<file path="src/core/dac_cmd_pkg.sv">
package dac_cmd_pkg;

    // word layout, most significant bit first on the link
    localparam int WORD_BITS = 16;
    localparam int CODE_BITS = 10;
    localparam int NUM_CH    = 4;
    localparam int ADDR_HI   = 15;
    localparam int ADDR_LO   = 14;
    localparam int MODE_HI   = 13;
    localparam int MODE_LO   = 12;
    localparam int CODE_HI   = 11;
    localparam int CODE_LO   = 2;   // two lowest data bits are dropped
    localparam int BIT_CNT_W = 5;
    localparam logic [BIT_CNT_W-1:0] LAST_BIT = 5'h0f;
    localparam logic [BIT_CNT_W-1:0] ALL_BITS = 5'h10;

    // operating modes carried in the two mode bits
    typedef enum logic [1:0] {
        MODE_WRITE_HOLD   = 2'h0,
        MODE_WRITE_UPDATE = 2'h1,
        MODE_WRITE_ALL    = 2'h2,
        MODE_POWER_DOWN   = 2'h3
    } op_mode_t;

    // termination codes while powered down
    localparam logic [1:0] TERM_HIGHZ = 2'h0;
    localparam logic [1:0] TERM_2K5   = 2'h1;
    localparam logic [1:0] TERM_100K  = 2'h2;

    // register map, byte addresses
    localparam logic [7:0] REG_CTRL      = 8'h00;
    localparam logic [7:0] REG_STATUS    = 8'h04;
    localparam logic [7:0] REG_LAST_WORD = 8'h08;
    localparam logic [7:0] REG_CODE_A    = 8'h10;
    localparam logic [7:0] REG_CODE_B    = 8'h14;
    localparam logic [7:0] REG_CODE_C    = 8'h18;
    localparam logic [7:0] REG_CODE_D    = 8'h1c;

    // field positions and reset values
    localparam int CTRL_ENABLE_BIT = 0;
    localparam logic CTRL_ENABLE_RESET = 1'h1;
    localparam int ST_PD_BIT   = 0;
    localparam int ST_TERM_LO  = 1;
    localparam int ST_TERM_HI  = 2;
    localparam int ST_WAKE_BIT = 3;
    localparam int ST_BUSY_BIT = 4;
    localparam logic [1:0] TERM_RESET = 2'h0;

    // wake-up interval, a least time, rounded up to whole cycles
    localparam int CLK_MHZ         = 20;
    localparam int WAKE_UP_TIME_NS = 6000;
    localparam int WAKE_CNT_W      = 8;
    localparam logic [WAKE_CNT_W-1:0] WAKE_CYCLES =
        WAKE_CNT_W'((WAKE_UP_TIME_NS * CLK_MHZ + 999) / 1000);

endpackage

</file>
<file path="src/core/dac_code_bank.sv">
`timescale 1ns/10ps
module dac_code_bank (
    input  wire logic                                       clk,      // system clock
    input  wire logic                                       rst_n,    // async reset
    input  wire logic                                       ce,       // clock enable
    input  wire logic                                       load,     // completed frame pulse
    input  wire logic [1:0]                                 addr,     // channel select
    input  wire logic [1:0]                                 mode,     // op mode bits
    input  wire logic [dac_cmd_pkg::CODE_BITS-1:0]          code,     // new code
    output logic [dac_cmd_pkg::NUM_CH-1:0][dac_cmd_pkg::CODE_BITS-1:0] in_code, // input regs
    output logic [dac_cmd_pkg::NUM_CH-1:0][dac_cmd_pkg::CODE_BITS-1:0] out_code // output regs
);

    logic upd_all;
    logic all_wr;
    logic one_wr;

    // decode which registers a completed frame touches
    assign all_wr  = load && (mode == dac_cmd_pkg::MODE_WRITE_ALL);
    assign one_wr  = load && ((mode == dac_cmd_pkg::MODE_WRITE_HOLD) ||
                              (mode == dac_cmd_pkg::MODE_WRITE_UPDATE));
    assign upd_all = load && ((mode == dac_cmd_pkg::MODE_WRITE_UPDATE) ||
                              (mode == dac_cmd_pkg::MODE_WRITE_ALL));

    for (genvar ch = 0; ch < dac_cmd_pkg::NUM_CH; ch++) begin : g_ch
        logic wr_here;
        assign wr_here = all_wr || (one_wr && (addr == 2'(ch)));

        // power-down frames fall through both ifs, so codes survive it
        always_ff @(posedge clk or negedge rst_n) begin
            if (!rst_n) begin
                in_code[ch]  <= '0;
                out_code[ch] <= '0;
            end else if (ce) begin
                if (wr_here) begin
                    in_code[ch] <= code;
                end
                if (upd_all) begin
                    // the register written in this frame goes straight out
                    out_code[ch] <= wr_here ? code : in_code[ch];
                end
            end
        end

        property p_pd_keeps_code;
            @(posedge clk) disable iff (!rst_n)
            (ce && load && mode == dac_cmd_pkg::MODE_POWER_DOWN)
                |=> $stable(in_code[ch]) && $stable(out_code[ch]);
        endproperty
        a_pd_keeps_code: assert property (p_pd_keeps_code)
            else $error("power-down frame altered a code register");

        property p_hold_no_update;
            @(posedge clk) disable iff (!rst_n)
            (ce && load && mode == dac_cmd_pkg::MODE_WRITE_HOLD && addr == 2'(ch))
                |=> in_code[ch] == $past(code) && $stable(out_code[ch]);
        endproperty
        a_hold_no_update: assert property (p_hold_no_update)
            else $error("write-hold frame wrong on addressed channel");
    end

endmodule // dac_code_bank

</file>
<file path="src/core/dac_serial_port.sv">
`timescale 1ns/10ps
// What this block does
// - frame select low, shift data on falling clock
// - sixteenth fall completes word and executes it
// - select may stay low or rise afterwards
// - extra bits after sixteen are ignored
// - early select rise aborts frame entirely
// - word is address, mode, then twelve data
// - four modes: hold, update, all, power down
// - codes are straight binary, msb first
// - reset clears codes, outputs at zero
// - mode 11 powers down all channels
// - address bits choose power-down termination
// - power-down leaves code registers unchanged
// - codes kept on wake unless rewritten
// - each code register holds 0 to 1023
// - wake interval starts at sixteenth fall
module dac_serial_port (
    input  wire logic                              clk,          // 20 MHz system clock
    input  wire logic                              rst_n,        // async reset, active low
    input  wire logic                              ce,           // clock enable, freezes all
    input  wire logic                              frame_sel_n,  // link frame select, active low
    input  wire logic                              link_clk,     // link serial clock pin
    input  wire logic                              link_data,    // link serial data pin
    input  wire logic [7:0]                        addr,         // register byte address
    input  wire logic [31:0]                       wdata,        // register write data
    input  wire logic                              wr,           // write strobe
    input  wire logic                              rd,           // read strobe
    output logic      [31:0]                       rdata,        // read data, cycle after rd
    output logic      [dac_cmd_pkg::CODE_BITS-1:0] out_code_a,   // channel a output code
    output logic      [dac_cmd_pkg::CODE_BITS-1:0] out_code_b,   // channel b output code
    output logic      [dac_cmd_pkg::CODE_BITS-1:0] out_code_c,   // channel c output code
    output logic      [dac_cmd_pkg::CODE_BITS-1:0] out_code_d,   // channel d output code
    output logic                                   out_drive_en, // outputs actively driven
    output logic      [1:0]                        out_term,     // power-down termination
    output logic                                   powered_down, // power-down state
    output logic                                   waking        // wake-up interval running
);

    typedef enum logic [1:0] {LINK_IDLE, LINK_SHIFT, LINK_HOLD} link_state_t;

    link_state_t                          state_r;
    logic [2:0]                           pins_s;
    logic                                 sel_n_s;
    logic                                 sclk_s;
    logic                                 data_s;
    logic                                 sclk_prev_r;
    logic                                 sclk_fall;
    logic [dac_cmd_pkg::BIT_CNT_W-1:0]    cnt_r;
    logic [dac_cmd_pkg::WORD_BITS-1:0]    shift_r;
    logic [dac_cmd_pkg::WORD_BITS-1:0]    word_r;
    logic                                 done_r;
    logic                                 ctrl_en_r;
    logic                                 pd_r;
    logic [1:0]                           term_r;
    logic [dac_cmd_pkg::WAKE_CNT_W-1:0]   wake_cnt_r;
    logic [31:0]                          rdata_nxt;
    logic [1:0]                           w_addr;
    logic [1:0]                           w_mode;
    logic [dac_cmd_pkg::CODE_BITS-1:0]    w_code;
    logic [dac_cmd_pkg::NUM_CH-1:0][dac_cmd_pkg::CODE_BITS-1:0] in_code;
    logic [dac_cmd_pkg::NUM_CH-1:0][dac_cmd_pkg::CODE_BITS-1:0] out_code;

    // select enters inverted so the zero-reset flops read as idle, no false start
    pin_sync #(
        .WIDTH (3)
    ) u_pin_sync (
        .clk   (clk),
        .rst_n (rst_n),
        .ce    (ce),
        .d_in  ({!frame_sel_n, link_clk, link_data}),
        .d_out (pins_s)
    );

    assign sel_n_s = !pins_s[2];
    assign sclk_s  = pins_s[1];
    assign data_s  = pins_s[0];

    // falling edge of the sampled link clock
    always_ff @(posedge clk or negedge rst_n) begin
        if (!rst_n) begin
            sclk_prev_r <= 1'b0;
        end else if (ce) begin
            sclk_prev_r <= sclk_s;
        end
    end

    assign sclk_fall = sclk_prev_r && !sclk_s;

    // frame sequencer; a select rise in any state ends the frame
    always_ff @(posedge clk or negedge rst_n) begin
        if (!rst_n) begin
            state_r <= LINK_IDLE;
            cnt_r   <= '0;
        end else if (ce) begin
            if (sel_n_s) begin
                state_r <= LINK_IDLE;
                cnt_r   <= '0;
            end else begin
                unique case (state_r)
                    LINK_IDLE: begin
                        // a clock fall seen with the select fall is not taken
                        if (ctrl_en_r) begin
                            state_r <= LINK_SHIFT;
                        end else begin
                            state_r <= LINK_HOLD;
                        end
                    end
                    LINK_SHIFT: begin
                        if (sclk_fall) begin
                            cnt_r <= cnt_r + 5'h01;
                            if (cnt_r == dac_cmd_pkg::LAST_BIT) begin
                                state_r <= LINK_HOLD;
                            end
                        end
                    end
                    LINK_HOLD: begin
                        // wait for select high; clocks and data are dropped
                        state_r <= LINK_HOLD;
                    end
                endcase
            end
        end
    end

    // serial input register, msb arrives first
    always_ff @(posedge clk or negedge rst_n) begin
        if (!rst_n) begin
            shift_r <= '0;
        end else if (ce) begin
            if (state_r == LINK_SHIFT && !sel_n_s && sclk_fall) begin
                shift_r <= {shift_r[dac_cmd_pkg::WORD_BITS-2:0], data_s};
            end
        end
    end

    // completed word latch and one-cycle execute pulse
    always_ff @(posedge clk or negedge rst_n) begin
        if (!rst_n) begin
            word_r <= '0;
            done_r <= 1'b0;
        end else if (ce) begin
            done_r <= 1'b0;
            if (state_r == LINK_SHIFT && !sel_n_s && sclk_fall &&
                cnt_r == dac_cmd_pkg::LAST_BIT) begin
                word_r <= {shift_r[dac_cmd_pkg::WORD_BITS-2:0], data_s};
                done_r <= 1'b1;
            end
        end
    end

    // field split of the completed word
    assign w_addr = word_r[dac_cmd_pkg::ADDR_HI:dac_cmd_pkg::ADDR_LO];
    assign w_mode = word_r[dac_cmd_pkg::MODE_HI:dac_cmd_pkg::MODE_LO];
    assign w_code = word_r[dac_cmd_pkg::CODE_HI:dac_cmd_pkg::CODE_LO];

    dac_code_bank u_bank (
        .clk      (clk),
        .rst_n    (rst_n),
        .ce       (ce),
        .load     (done_r),
        .addr     (w_addr),
        .mode     (w_mode),
        .code     (w_code),
        .in_code  (in_code),
        .out_code (out_code)
    );

    // power-down state and termination choice
    always_ff @(posedge clk or negedge rst_n) begin
        if (!rst_n) begin
            pd_r   <= 1'b0;
            term_r <= dac_cmd_pkg::TERM_RESET;
        end else if (ce && done_r) begin
            if (w_mode == dac_cmd_pkg::MODE_POWER_DOWN) begin
                pd_r   <= 1'b1;
                term_r <= (w_addr == 2'h3) ? dac_cmd_pkg::TERM_HIGHZ : w_addr;
            end else begin
                pd_r   <= 1'b0;
            end
        end
    end

    // wake counter, started by the frame that leaves power-down
    always_ff @(posedge clk or negedge rst_n) begin
        if (!rst_n) begin
            wake_cnt_r <= '0;
        end else if (ce) begin
            if (done_r && pd_r && w_mode != dac_cmd_pkg::MODE_POWER_DOWN) begin
                wake_cnt_r <= dac_cmd_pkg::WAKE_CYCLES;
            end else if (done_r && w_mode == dac_cmd_pkg::MODE_POWER_DOWN) begin
                wake_cnt_r <= '0;
            end else if (wake_cnt_r != '0) begin
                wake_cnt_r <= wake_cnt_r - 8'h01;
            end
        end
    end

    assign out_code_a   = out_code[0];
    assign out_code_b   = out_code[1];
    assign out_code_c   = out_code[2];
    assign out_code_d   = out_code[3];
    assign powered_down = pd_r;
    assign waking       = (wake_cnt_r != '0);
    assign out_term     = term_r;
    // outputs stay off until the wake interval has run out
    assign out_drive_en = !pd_r && (wake_cnt_r == '0);

    // control register; link enable gates the start of a frame
    always_ff @(posedge clk or negedge rst_n) begin
        if (!rst_n) begin
            ctrl_en_r <= dac_cmd_pkg::CTRL_ENABLE_RESET;
        end else if (ce && wr && addr == dac_cmd_pkg::REG_CTRL) begin
            ctrl_en_r <= wdata[dac_cmd_pkg::CTRL_ENABLE_BIT];
        end
    end

    // read mux; unmapped addresses answer zero
    always_comb begin
        rdata_nxt = 32'h0;
        unique case (addr)
            dac_cmd_pkg::REG_CTRL: begin
                rdata_nxt[dac_cmd_pkg::CTRL_ENABLE_BIT] = ctrl_en_r;
            end
            dac_cmd_pkg::REG_STATUS: begin
                rdata_nxt[dac_cmd_pkg::ST_PD_BIT]   = pd_r;
                rdata_nxt[dac_cmd_pkg::ST_TERM_HI:dac_cmd_pkg::ST_TERM_LO] = term_r;
                rdata_nxt[dac_cmd_pkg::ST_WAKE_BIT] = (wake_cnt_r != '0);
                rdata_nxt[dac_cmd_pkg::ST_BUSY_BIT] = (state_r == LINK_SHIFT);
            end
            dac_cmd_pkg::REG_LAST_WORD: begin
                rdata_nxt[dac_cmd_pkg::WORD_BITS-1:0] = word_r;
            end
            dac_cmd_pkg::REG_CODE_A: begin
                rdata_nxt[dac_cmd_pkg::CODE_BITS-1:0] = out_code[0];
            end
            dac_cmd_pkg::REG_CODE_B: begin
                rdata_nxt[dac_cmd_pkg::CODE_BITS-1:0] = out_code[1];
            end
            dac_cmd_pkg::REG_CODE_C: begin
                rdata_nxt[dac_cmd_pkg::CODE_BITS-1:0] = out_code[2];
            end
            dac_cmd_pkg::REG_CODE_D: begin
                rdata_nxt[dac_cmd_pkg::CODE_BITS-1:0] = out_code[3];
            end
            default: begin
                rdata_nxt = 32'h0;
            end
        endcase
    end

    // read data stand only in the cycle after the strobe
    always_ff @(posedge clk or negedge rst_n) begin
        if (!rst_n) begin
            rdata <= 32'h0;
        end else if (ce) begin
            rdata <= rd ? rdata_nxt : 32'h0;
        end
    end

    property p_shift_bit;
        @(posedge clk) disable iff (!rst_n)
        (ce && state_r == LINK_SHIFT && !sel_n_s && sclk_fall)
            |=> shift_r[0] == $past(data_s) && cnt_r == $past(cnt_r) + 5'h01;
    endproperty
    a_shift_bit: assert property (p_shift_bit)
        else $error("link bit not shifted on clock fall");

    property p_done_on_sixteenth;
        @(posedge clk) disable iff (!rst_n)
        (ce && state_r == LINK_SHIFT && !sel_n_s && sclk_fall &&
         cnt_r == dac_cmd_pkg::LAST_BIT)
            |=> done_r && cnt_r == dac_cmd_pkg::ALL_BITS && state_r == LINK_HOLD;
    endproperty
    a_done_on_sixteenth: assert property (p_done_on_sixteenth)
        else $error("sixteenth fall did not complete the word");

    property p_ignore_extra;
        @(posedge clk) disable iff (!rst_n)
        (ce && state_r == LINK_HOLD && sclk_fall)
            |=> !done_r && $stable(shift_r) && $stable(word_r);
    endproperty
    a_ignore_extra: assert property (p_ignore_extra)
        else $error("extra link clock changed state");

    property p_abort;
        @(posedge clk) disable iff (!rst_n)
        (ce && sel_n_s && state_r == LINK_SHIFT)
            |=> state_r == LINK_IDLE && cnt_r == '0 && !done_r;
    endproperty
    a_abort: assert property (p_abort)
        else $error("short frame was not aborted");

    property p_pd_enter;
        @(posedge clk) disable iff (!rst_n)
        (ce && done_r && w_mode == dac_cmd_pkg::MODE_POWER_DOWN)
            |=> pd_r && !out_drive_en;
    endproperty
    a_pd_enter: assert property (p_pd_enter)
        else $error("mode 11 did not power down");

    property p_term_select;
        @(posedge clk) disable iff (!rst_n)
        (ce && done_r && w_mode == dac_cmd_pkg::MODE_POWER_DOWN)
            |=> out_term == ((($past(w_addr) == 2'h1) || ($past(w_addr) == 2'h2)) ?
                             $past(w_addr) : dac_cmd_pkg::TERM_HIGHZ);
    endproperty
    a_term_select: assert property (p_term_select)
        else $error("wrong power-down termination");

    property p_wake_from_frame;
        @(posedge clk) disable iff (!rst_n)
        (ce && done_r && pd_r && w_mode != dac_cmd_pkg::MODE_POWER_DOWN)
            |=> !pd_r && waking && wake_cnt_r == dac_cmd_pkg::WAKE_CYCLES;
    endproperty
    a_wake_from_frame: assert property (p_wake_from_frame)
        else $error("wake interval not started by leaving frame");

    property p_read_one_cycle;
        @(posedge clk) disable iff (!rst_n)
        (ce && !rd) |=> rdata == 32'h0;
    endproperty
    a_read_one_cycle: assert property (p_read_one_cycle)
        else $error("read data outside the answer cycle");

endmodule // dac_serial_port

</file>
<file path="src/core/pin_sync.sv">
`timescale 1ns/10ps
module pin_sync #(
    parameter int WIDTH = 3
) (
    input  wire logic             clk,    // system clock
    input  wire logic             rst_n,  // async reset, active low
    input  wire logic             ce,     // clock enable
    input  wire logic [WIDTH-1:0] d_in,   // asynchronous pin levels
    output logic      [WIDTH-1:0] d_out   // synchronised levels
);

    logic [WIDTH-1:0] meta_r;

    // two flops per bit; only the second flop reads the first
    for (genvar i = 0; i < WIDTH; i++) begin : g_bit
        always_ff @(posedge clk or negedge rst_n) begin
            if (!rst_n) begin
                meta_r[i] <= 1'b0;
                d_out[i]  <= 1'b0;
            end else if (ce) begin
                meta_r[i] <= d_in[i];
                d_out[i]  <= meta_r[i];
            end
        end
    end

endmodule // pin_sync

</file>
<file path="config.mk">
export PLATFORM = sky130hd
export DESIGN_NAME = dac_serial_port
export DESIGN_NICKNAME = d
export VERILOG_FILES = /design/src/core/dac_cmd_pkg.sv /design/src/core/dac_code_bank.sv /design/src/core/dac_serial_port.sv /design/src/core/pin_sync.sv
export SDC_FILE = /design/constraint.sdc
export NUM_CORES = 1
export LEC_CHECK = 0
export BUFFER_PORTS_ARGS = -buffer_cell sky130_fd_sc_hd__buf_2
export CORE_AREA = 3 3 130 132
export DETAILED_ROUTE_END_ITERATION = 16
export DIE_AREA = 0 0 133 135
export PLACE_DENSITY = 0.68
export SLEW_MARGIN = 20
export SYNTH_ARGS = -nofsm -noshare
export SYNTH_HDL_FRONTEND = slang
export SYNTH_SLANG_ARGS = --single-unit
</file>
<file path="constraint.sdc">
create_clock -name clk -period 2 [get_ports clk]
set_input_delay 0.2 -clock clk [delete_from_list [all_inputs] [get_ports clk]]
set_output_delay 0.2 -clock clk [all_outputs]
set_load 0.02 [all_outputs]
</file>
Word-level counts from Yosys, hierarchy flattened --
Cells that the tools add are included.
Storage, ports and cells: register bits 170, input bits 48, logic and storage cells 111
Cells by class: add/subtract/negate cells 2, equal/unequal tests 20, mux-type cells 23, reduce and logical (&&, ||, !) cells 41
Operator list (number):
- 2-to-1 mux 10 bit | 4
- equality test 8 x 5 -> 1 bit, second input constant | 4
- case mux 5 bit (5 select lines) | 1
- 2-to-1 mux 8 bit | 3
- case mux 4 bit (6 select lines) | 1
- logical AND 1 bit | 18
- logical NOT 8 bit | 2
- 2-to-1 mux 16 bit | 1
- 2-to-1 mux 5 bit | 3
- equality test 2 bit, second input constant | 5
- 2-to-1 mux 2 bit | 5
- AND reduction 2 bit | 5
- equality test 8 x 3 -> 1 bit, second input constant | 1
- equality test 8 x 4 -> 1 bit, second input constant | 1
- nonzero test 8 bit | 1
- subtractor 8 x 1 -> 8 bit, second input constant | 1
- case mux 1 bit (7 select lines) | 1
- equality test 2 x 1 -> 1 bit, second input constant | 3
- logical NOT 2 bit | 3
- logical OR 1 bit | 6
- 2-to-1 mux 6 bit | 1
- != test 2 bit, second input constant | 3
- != test 3 bit, second input constant | 2
- case mux 2 bit (3 select lines) | 1
- other kinds (6) | 10

Depth between registers and ports, before layout --
Gate-level depths: netlist of the first run.
depth after elaboration 6, depth in mapped cells 8

Cells and area by module --
Synthesis of the first run repeated with hierarchy kept, for this count alone.
Unflattened totals: cells, all modules 607, area, all modules 7278.2 µm²
By module, submodules not included:
- dac_code_bank | instances 1, cells an instance 283, area an instance 3518.4 µm², seq. area each 2001.9 µm²
- dac_serial_port | instances 1, cells an instance 311, area an instance 3508.4 µm², seq. area each 1702.9 µm²
- pin_sync | instances 1, cells an instance 13, area an instance 251.5 µm², seq. area each 150.1 µm²

Worst setup path after synthesis of the first run --
OpenSTA, ideal clock, no wires.
path kind register to register, start point register wake_cnt_r[0] in the netlist's numbering, end point register rdata[3], library setup time 0.150 ns, arrival 1.877 ns, required time 1.850 ns, path slack -0.028 ns, cell stages (with the launch flop) 9, path buffers 1, period minus slack after synthesis 2.028 ns, cell sequence dfrtp_1 > inv_1 > ha_1 > or3b_2 > or2_2 > clkbuf_2 > and3_1 > o21ai_1 > a41oi_1
Between the ends: cells in the longest elaborated chain, start to end 3
RTL lines:
- start: declaration | line dac_serial_port.sv:56 | logic [dac_cmd_pkg::WAKE_CNT_W-1:0] wake_cnt_r;
- start signal: assignment | line dac_serial_port.sv:190 | wake_cnt_r <= dac_cmd_pkg::WAKE_CYCLES;
- start signal: assignment | line dac_serial_port.sv:194 | wake_cnt_r <= wake_cnt_r - 8'h01;
- nonzero test 8 bit
- net waking | line dac_serial_port.sv:37 | output logic waking
- case mux 4 bit (6 select lines) | line dac_serial_port.sv:221 | unique case (addr)
- 2-to-1 mux 16 bit | line dac_serial_port.sv:257 | rdata <= rd ? rdata_nxt : 32'h0;
- end signal: assignment | line dac_serial_port.sv:257
- end: declaration | line dac_serial_port.sv:29 | output logic [31:0] rdata,
The timed path passes the listed nets, and every way through them passes these cells. A chain may end at the register's enable or synchronous reset.

Worst setup path after layout of the first run --
start point register wake_cnt_r[1] in the netlist's numbering, end point output port waking
Between the ends: cells in the longest elaborated chain, start to end 1
RTL lines:
- nonzero test 8 bit | line dac_serial_port.sv:204 | assign waking = (wake_cnt_r != '0);
- end: declaration | line dac_serial_port.sv:37
Every way passes these cells.

==> run_results.csv, run 1 <==
group,metric,value,unit
final_layout,fin_area,8700,µm²
floorplanning,rows,46,
global_routing,grt.total_usage,20.8,%
power,internal-power,0.00526,W
power,power.share.switching,22.1,%
synth,synth_top_area_share,53.7,%
clock_tree,clock_latency,430,ps
synth,yosysTopAreaCell,"dfrtp_1",
worst_setup_path,reg2reg_from,"word_r[12]",
worst_setup_path,slowest_delay,390,ps
synth,synthesis.area,7130,µm²
clock_tree,tritoncts,"yes",
sta,period_minus_slack,2090,ps
run_status,violations,"setup timing",
job,drv_cap,0,
worst_setup_path,worstSetupPathDepth,6,
clock_tree,clkTransAtPathRegs,60,ps
final_layout,final_cell_mix,"152 x dfrtp_1, 102 x nand2_1, 74 x buf_2",
drt,drc,0,
final_layout,final_util,54.9,%
global_routing,grt_pass1_wl,29000,µm
global_routing,grt_max_degree,55,
clock_tree,root_buffer,"clkbuf_16",
power,power_frac_seq,46.8,%
worst_setup_path,startpoint,"wake_cnt_r[1]",
power,power.switching,0.00149,W
drt,drt-initial-drc-count,394,
final_layout,n_antenna_cell,0,
global_routing,grt_antenna_before_repair,0,
clock_tree,cts_num_sinks,154,
worst_setup_path,cp.required,1800,ps
worst_hold_path,hold_depth,3,
drt,viasPerCell,5.47,
drt,wl,18300,µm
sta,setup_viol,2,
worst_setup_path,crit_fanout,4,
worst_setup_path,crit_top_cell,"buf_6",
power,leakagePower,4.37,nW
power,clkPwrFrac,49.5,%
final_layout,fin_nets,812,
sta,period_share,105,%
drt,m1WireLength,8280,µm
power,p_per_area,776,nW/µm²
drt,highest_layer,"met4",
placement,io_buffers,77,
worst_setup_path,cp-start-kind,"flip-flop",
synth,syn_avg_cell_area,10.9,µm²
global_routing,first_global_vias,5388,
floorplanning,dieWidth,133,µm
synth,async_flop_share,100,%
worst_setup_path,worstPathArrival,1890,ps
sta,worst_pin_slew,601,ps
sta,slew_headroom,59.9,%
worst_setup_path,r2r_slack,60,ps
synth,synthCells,655,
worst_setup_path,setup.worst_path.class,"flip-flop to output port",
drt,route.met2.wl,8680,µm
synth,synth_warnings,0,
worst_setup_path,end_kind,"output port",
sta,fmax,477,MHz
worst_setup_path,path_cells,"inv_2 > ha_4 > or3b_4 > or2_4 > buf_6 > buf_6",
sta,worst_slack,-94.4,ps
clock_tree,htree_levels,4,
worst_setup_path,critPathBufInv,3,
worst_setup_path,crit_end,"waking",
placement,placed_cell_area,7870,µm²
drt,wl_met3,966,µm
placement,dp_hpwl,12900,µm
run_status,outcome,"complete, but fails checks",
synth,synth_flop_cell,"dfrtp_1",
final_layout,drive_above_1_share,30.9,%
floorplanning,num_io_pins,125,
sta,drv_slew,0,
sta,hold_slack,91.0,ps
floorplanning,start_util,45.0,%
synth,synth.distinct_cells,58,
synth,ys_top_cells_by_area,"dfrtp_1 54%, mux2_2 10%, nand2_1 5.4%, mux2i_1 5.3%, a21oi_1 2.9%",
worst_setup_path,r2r_end,"u_bank.out_code[16]",
floorplanning,dieArea,18000,µm²
clock_tree,numCtsBuffers,17,
worst_setup_path,cp_top_family,"simple AND/OR/NAND/NOR gates",
clock_tree,clockBufferDepth,2,
worst_hold_path,hp-class,"primary input to flip-flop",
worst_setup_path,crit_slowest_cell,"dfrtp_1",
placement,gp_congestion,0.878,
sta,skew,11.4,ps
drt,via_count,5385,
worst_setup_path,worstRegToRegCells,8,
floorplanning,design.core.area,15800,µm²
power,combPwrFrac,3.7,%
final_layout,final_common_cell,"dfrtp_1",
drt,drtAntennaViolNets,0,
floorplanning,die_h,135,µm
final_layout,area_growth,22.0,%
drt,firstDrtPassIters,5,
drt,routedWlPerCell,18.6,µm
synth,ys_seq_area_share,54.1,%
power,peakVddDrop,0.000662,V
sta,rsz0062_at_grt,"yes",
global_routing,gr-total-overflow,0,
sta,final_hold_viol_count,0,
synth,synth_edf_count,0,
synth,synth_seq_cells,154,
-- worst min-delay path: cells and delay by family --
| kind | cells | cell delay (ps) |
|---|---|---|
| AOI/OAI and AO/OA | 1 | 80 |
| buffers and inverters | 1 | 110 |
| and+or+nand+nor | 1 | 80 |
-- synth_stat cells (2+ instances only) --
| cell type | number |
|---|---|
| a22o_1 | 9 |
| nor2_1 | 36 |
| o31ai_1 | 2 |
| o22ai_1 | 2 |
| a41oi_1 | 2 |
| o2bb2ai_1 | 10 |
| nand2_1 | 102 |
| a21oi_1 | 41 |
| a211oi_1 | 2 |
| buf_4 | 16 |
| or3_1 | 4 |
| inv_1 | 11 |
| mux4_2 | 3 |
| and2_1 | 4 |
| nor3_1 | 4 |
| o21ai_0 | 33 |
| buf_2 | 7 |
| a31oi_1 | 2 |
| and3_1 | 7 |
| o21ai_1 | 2 |
| nand3_1 | 8 |
| ha_1 | 9 |
| nand4_1 | 4 |
| a32oi_1 | 2 |
| a32o_1 | 5 |
| mux2_2 | 64 |
| nand2b_1 | 3 |
| clkinv_1 | 2 |
| or2_2 | 3 |
| mux2i_1 | 38 |
| a22oi_1 | 6 |
| clkbuf_1 | 33 |
| dfrtp_1 | 153 |
| nor2b_1 | 2 |
-- state kept, by name, indices dropped and copies added, names as in the netlist --
register and cells:
out_term 2, rdata 16, done_r 1, state_r 2, powered_down 1, u_pin_sync.d_out 3
u_pin_sync.meta_r 3, word_r 16, shift_r 15, u_bank.in_code 40, wake_cnt_r 8, ctrl_en_r 1
sclk_prev_r 1, cnt_r 5, u_bank.out_code 40
-- routing by layer --
metal	GRT usage [%]	vias to the layer above
li1	-	2473
met1	28.3	2706
met2	32.5	176
met3	4.84	30
met4	8.26	0
met5	0	-
-- cell type report --
cell class                 count  area (µm²)
timing repair buffer         123         832
multi-input combinational    446        3070
clock inverter                12         161
sequential                   154        3860
clock buffer                  20         457
tap                          216         270
inverter                      13        48.8
fill                        1334        7130
-- cells by family after synthesis --
group | Yosys count | synth area share (%)
muxes | 105 | 16.4
xor gates and xnor gates | 2 | 0.246
and+or+nand+nor | 186 | 11.5
buffers and inverters | 71 | 4.72
adders and majority gates | 9 | 1.58
DFF | 154 | 54.1
other | 1 | 0.0526
AOI/OAI and AO/OA | 127 | 11.4
-- how the worst min path moves through the flow --
stage                      from                   to  slack, ps
after CTS                    rd             rdata[2]         70
after global routing         rd             rdata[2]         80
after detailed placement  rst_n  u_bank.out_code[13]        170
final                        rd             rdata[2]         90
after floorplan           rst_n             cnt_r[0]       -100
after global placement    rst_n  u_bank.out_code[13]        160
-- power by group through the flow --
stage / sequential (W) / combinational [W] / clock (W)
finish: 0.00316 / 0.000251 / 0.00334
global route: 0.00316 / 0.000280 / 0.00354
CTS: 0.00316 / 0.000254 / 0.00340
detailed placement: 0.00321 / 0.000245 / 0
global placement: 0.00321 / 0.000238 / 0
floorplan: 0.00321 / 0.000141 / 0
-- repair_timing --
item                                   in CTS  in global routing
resized for setup                          14                 17
hold buffers                                5                  0
setup endpoints to repair                  12                 33
buffers inserted                            2                  4
endpoints found under the hold margin      50                  0
pin swaps                                   3                  4
gates cloned                                1                  1
-- per-stage QoR --
| stage | setup slack (ps) | setup TNS, ps | cells | total power [W] |
|---|---|---|---|---|
| after floorplan | 18.8 | 0 | 670 | 0.00335 |
| after global placement | -25.1 | -245 | 939 | 0.00345 |
| after detailed placement | -75.3 | -688 | 939 | 0.00346 |
| after CTS | -122 | -298 | 979 | 0.00682 |
| after global routing | -154 | -347 | 984 | 0.00698 |
| final | -94.4 | -156 | 984 | 0.00675 |
(Power assumes the default switching activity.)
==> run 2: changes to the inputs <==
Settings changed: BUFFER_PORTS_ARGS -buffer_cell sky130_fd_sc_hd__buf_2 to not set, CORE_AREA 3 3 130 132 to 10 10 139 141, DIE_AREA 0 0 133 135 to 0 0 149 151, DONT_BUFFER_PORTS set to 1, PLACE_DENSITY 0.68 to not set, SYNTH_HIERARCHICAL set to 1.
==> run 2 against run 1 <==
Compared with the run above: the flow finishes with violations (hold timing, setup timing); die area rose by 25%; clock skew fell by 0.69 ps; cell count fell by 11%; cell area fell by 4.4%; power fell by 2.5%; register-to-register slack improved by 60 ps.
==> run_results.csv, run 2 <==
group,metric,value,unit
synth,synthAdderAreaFrac,1.38,%
worst_setup_path,worstPathArrival,1880,ps
drt,m1WireLength,8080,µm
worst_setup_path,cp-start-kind,"flip-flop",
sta,slew_headroom,47.7,%
drt,viasPerCell,5.54,
sta,drv_slew,0,
synth,ys_top_cells_by_area,"dfrtp_1 53%, mux2_2 9.1%, mux2i_1 5.5%, mux2_4 3.3%, nor2_1 2.9%",
power,power.share.switching,22.3,%
floorplanning,rows,47,
synth,synthesis.area,7280,µm²
clock_tree,cts_hold_buf,7,
drt,highest_layer,"met4",
run_status,violations,"hold timing, setup timing",
drt,drc,0,
worst_setup_path,crit_end,"out_drive_en",
worst_setup_path,cp.required,1800,ps
final_layout,fin_area,8310,µm²
final_layout,area_growth,14.2,%
synth,synthMuxAreaShare,20.6,%
global_routing,grt_pass1_wl,28800,µm
global_routing,grt_max_degree,155,
sta,worst_slack,-78.4,ps
global_routing,gr-total-overflow,0,
worst_setup_path,startpoint,"wake_cnt_r[6]",
clock_tree,numCtsBuffers,17,
final_layout,n_antenna_cell,0,
synth,synth_top_family_by_area,"multiplexers",
final_layout,reg.largest.list,"u_bank/in_code (40), u_bank/out_code (40)",
synth,synth_seq_cells,154,
global_routing,first_global_vias,4931,
floorplanning,design.core.area,16500,µm²
synth,synthSimpleGateAreaFrac,9.75,%
synth,syn_avg_cell_area,12.0,µm²
synth,ys_seq_area_share,53.0,%
job,drv_cap,0,
power,leakagePower,3.95,nW
final_layout,drive_above_1_share,25.0,%
synth,async_flop_share,100,%
sta,period_minus_slack,2080,ps
clock_tree,root_buffer,"clkbuf_16",
global_routing,grt_antenna_before_repair,0,
sta,setup_viol,2,
sta,final_hold_viol_count,154,
synth,synth_compound_area_share,10.7,%
synth,synth_top_area_share,52.6,%
run_status,outcome,"complete, but fails checks",
drt,wl_met3,1380,µm
worst_setup_path,reg2reg_from,"wake_cnt_r[0]",
synth,synthCells,607,
synth,synth_common_cells,"153 x dfrtp_1, 59 x mux2_2, 57 x nor2_1",
synth,yosysTopAreaCell,"dfrtp_1",
power,peakVddDrop,0.000593,V
synth,synth_xor_area_share,0.120,%
power,finalPower,0.00658,W
placement,post-place-ws,112,ps
drt,firstDrtPassIters,5,
sta,hold_slack,-528,ps
worst_setup_path,r2r_slack,120,ps
synth,synth_warnings,6,
worst_setup_path,end_kind,"output port",
drt,wl,18000,µm
drt,drt-initial-drc-count,344,
drt,via_count,4839,
drt,drtAntennaViolNets,0,
clock_tree,clockBufferDepth,2,
power,power.switching,0.00147,W
drt,routedWlPerCell,20.6,µm
global_routing,grt.total_usage,16.5,%
final_layout,final_util,50.5,%
worst_setup_path,setup.worst_path.class,"flip-flop to output port",
final_layout,fin_nets,696,
worst_setup_path,worstRegToRegCells,7,
power,internal-power,0.00511,W
sta,skew,10.7,ps
power,clkPwrFrac,43.4,%
sta,rsz0062_at_grt,"yes",
placement,gp_congestion,0.807,
synth,synth.distinct_cells,63,
placement,io_buffers,0,
power,power_frac_seq,49.7,%
floorplanning,num_io_pins,125,
clock_tree,clock_latency,420,ps
synth,synth_flop_cell,"dfrtp_1",
sta,worst_pin_slew,784,ps
floorplanning,dieArea,22500,µm²
synth,synth_edf_count,0,
sta,fmax,481,MHz
power,combPwrFrac,6.9,%
drt,route.met2.wl,8290,µm
placement,placed_cell_area,7630,µm²
clock_tree,tritoncts,"yes",
clock_tree,clkTransAtPathRegs,60,ps
worst_setup_path,r2r_end,"wake_cnt_r[4]",
sta,period_share,104,%
clock_tree,htree_levels,4,
floorplanning,die_h,151,µm
worst_setup_path,crit_fanout,5,
final_layout,final_cell_mix,"153 x dfrtp_1, 59 x mux2_2, 56 x nor2_1",
clock_tree,cts_num_sinks,154,
final_layout,final_common_cell,"dfrtp_1",
power,p_per_area,792,nW/µm²
placement,dp_hpwl,12300,µm
worst_hold_path,hp-class,"primary input to async pin",
floorplanning,start_util,44.2,%
floorplanning,dieWidth,149,µm
synth,synth.most_common_cell,"dfrtp_1",
run 2: cell types whose count changed in the layout (fill, tap and decap cells not counted), moves of 5 or more:
cell	previous run	this run
buf_2	74	0
nand2_1	102	41
nor2_1	35	56
o21ai_0	33	12
a31oi_1	2	12
mux2_4	6	16
buf_4	33	24
mux2_1	0	9
clkbuf_1	1	8
a211oi_1	2	8
a32o_1	5	0
and3_1	7	2
run 2: how the worst min path moves through the flow:
stage	start	end	slack [ps]	depth (start not counted)
6_report	rst_n	u_pin_sync/meta_r[0]	-530	0
2_1_floorplan	rst_n	cnt_r[0]	-100	0
5_1_grt	rst_n	u_pin_sync/meta_r[0]	-540	0
4_1_cts	rst_n	u_pin_sync/meta_r[0]	-550	0
3_3_place_gp	rst_n	u_pin_sync/meta_r[0]	-90	0
3_5_place_dp	rst_n	u_pin_sync/meta_r[0]	-90	0
run 2: worst max-delay path, cell delays in order, from the launching register on:
cell and delay (ps):
dfrtp_1 380, or4_4 570, or2_4 300, nor2_4 80
buf_6 120
run 2: power groups by stage:
stage	logic, W	registers, W	clock network, W
finish	0.000452	0.00327	0.00286
global route	0.000499	0.00328	0.00304
CTS	0.000436	0.00327	0.00292
detailed placement	0.000327	0.00333	0
global placement	0.000310	0.00332	0
floorplan	0.000296	0.00332	0
run 2: metal layers:
| layer | track usage (%) | vias to the layer above |
|---|---|---|
| met4 | 5.10 | 0 |
| met2 | 25.4 | 127 |
| met3 | 5.40 | 16 |
| met5 | 0 | - |
| met1 | 21.6 | 2478 |
| li1 | - | 2218 |
run 2: logic make-up (layout without fill, tap and decap cells):
kind of cell	count (synthesis)	after routing
AO/OA/AOI/OAI	115	115
XOR/XNOR	1	1
adder cells (fa/ha/maj)	8	8
buffers and inverters	57	88
flip-flops	154	154
multiplexers	128	128
other	1	16
AND/OR/NAND/NOR	143	143
run 2: metrics by stage:
step / setup TNS (ps) / cells
6_report: -93.1 / 873
5_1_grt: -157 / 873
4_1_cts: -79.5 / 873
3_5_place_dp: 0 / 827
3_3_place_gp: 0 / 827
2_1_floorplan: 0 / 622
run 2: repair_timing:
item | in CTS | in global routing
setup buffers | 7 | 0
resized for setup | 11 | 4
endpoints found under the hold margin | 168 | 154
pin swaps | 1 | 2
setup endpoints to repair | 2 | 7
run 2: layout make-up:
class | count | area [µm²]
Clock buffer | 28 | 497
Timing Repair Buffer | 40 | 415
Sequential cell | 154 | 3850
Inverter | 16 | 60.1
Multi-Input combinational cell | 411 | 3190
Fill cell | 1443 | 8160
Tap cell | 220 | 275
Clock inverter | 4 | 20.0
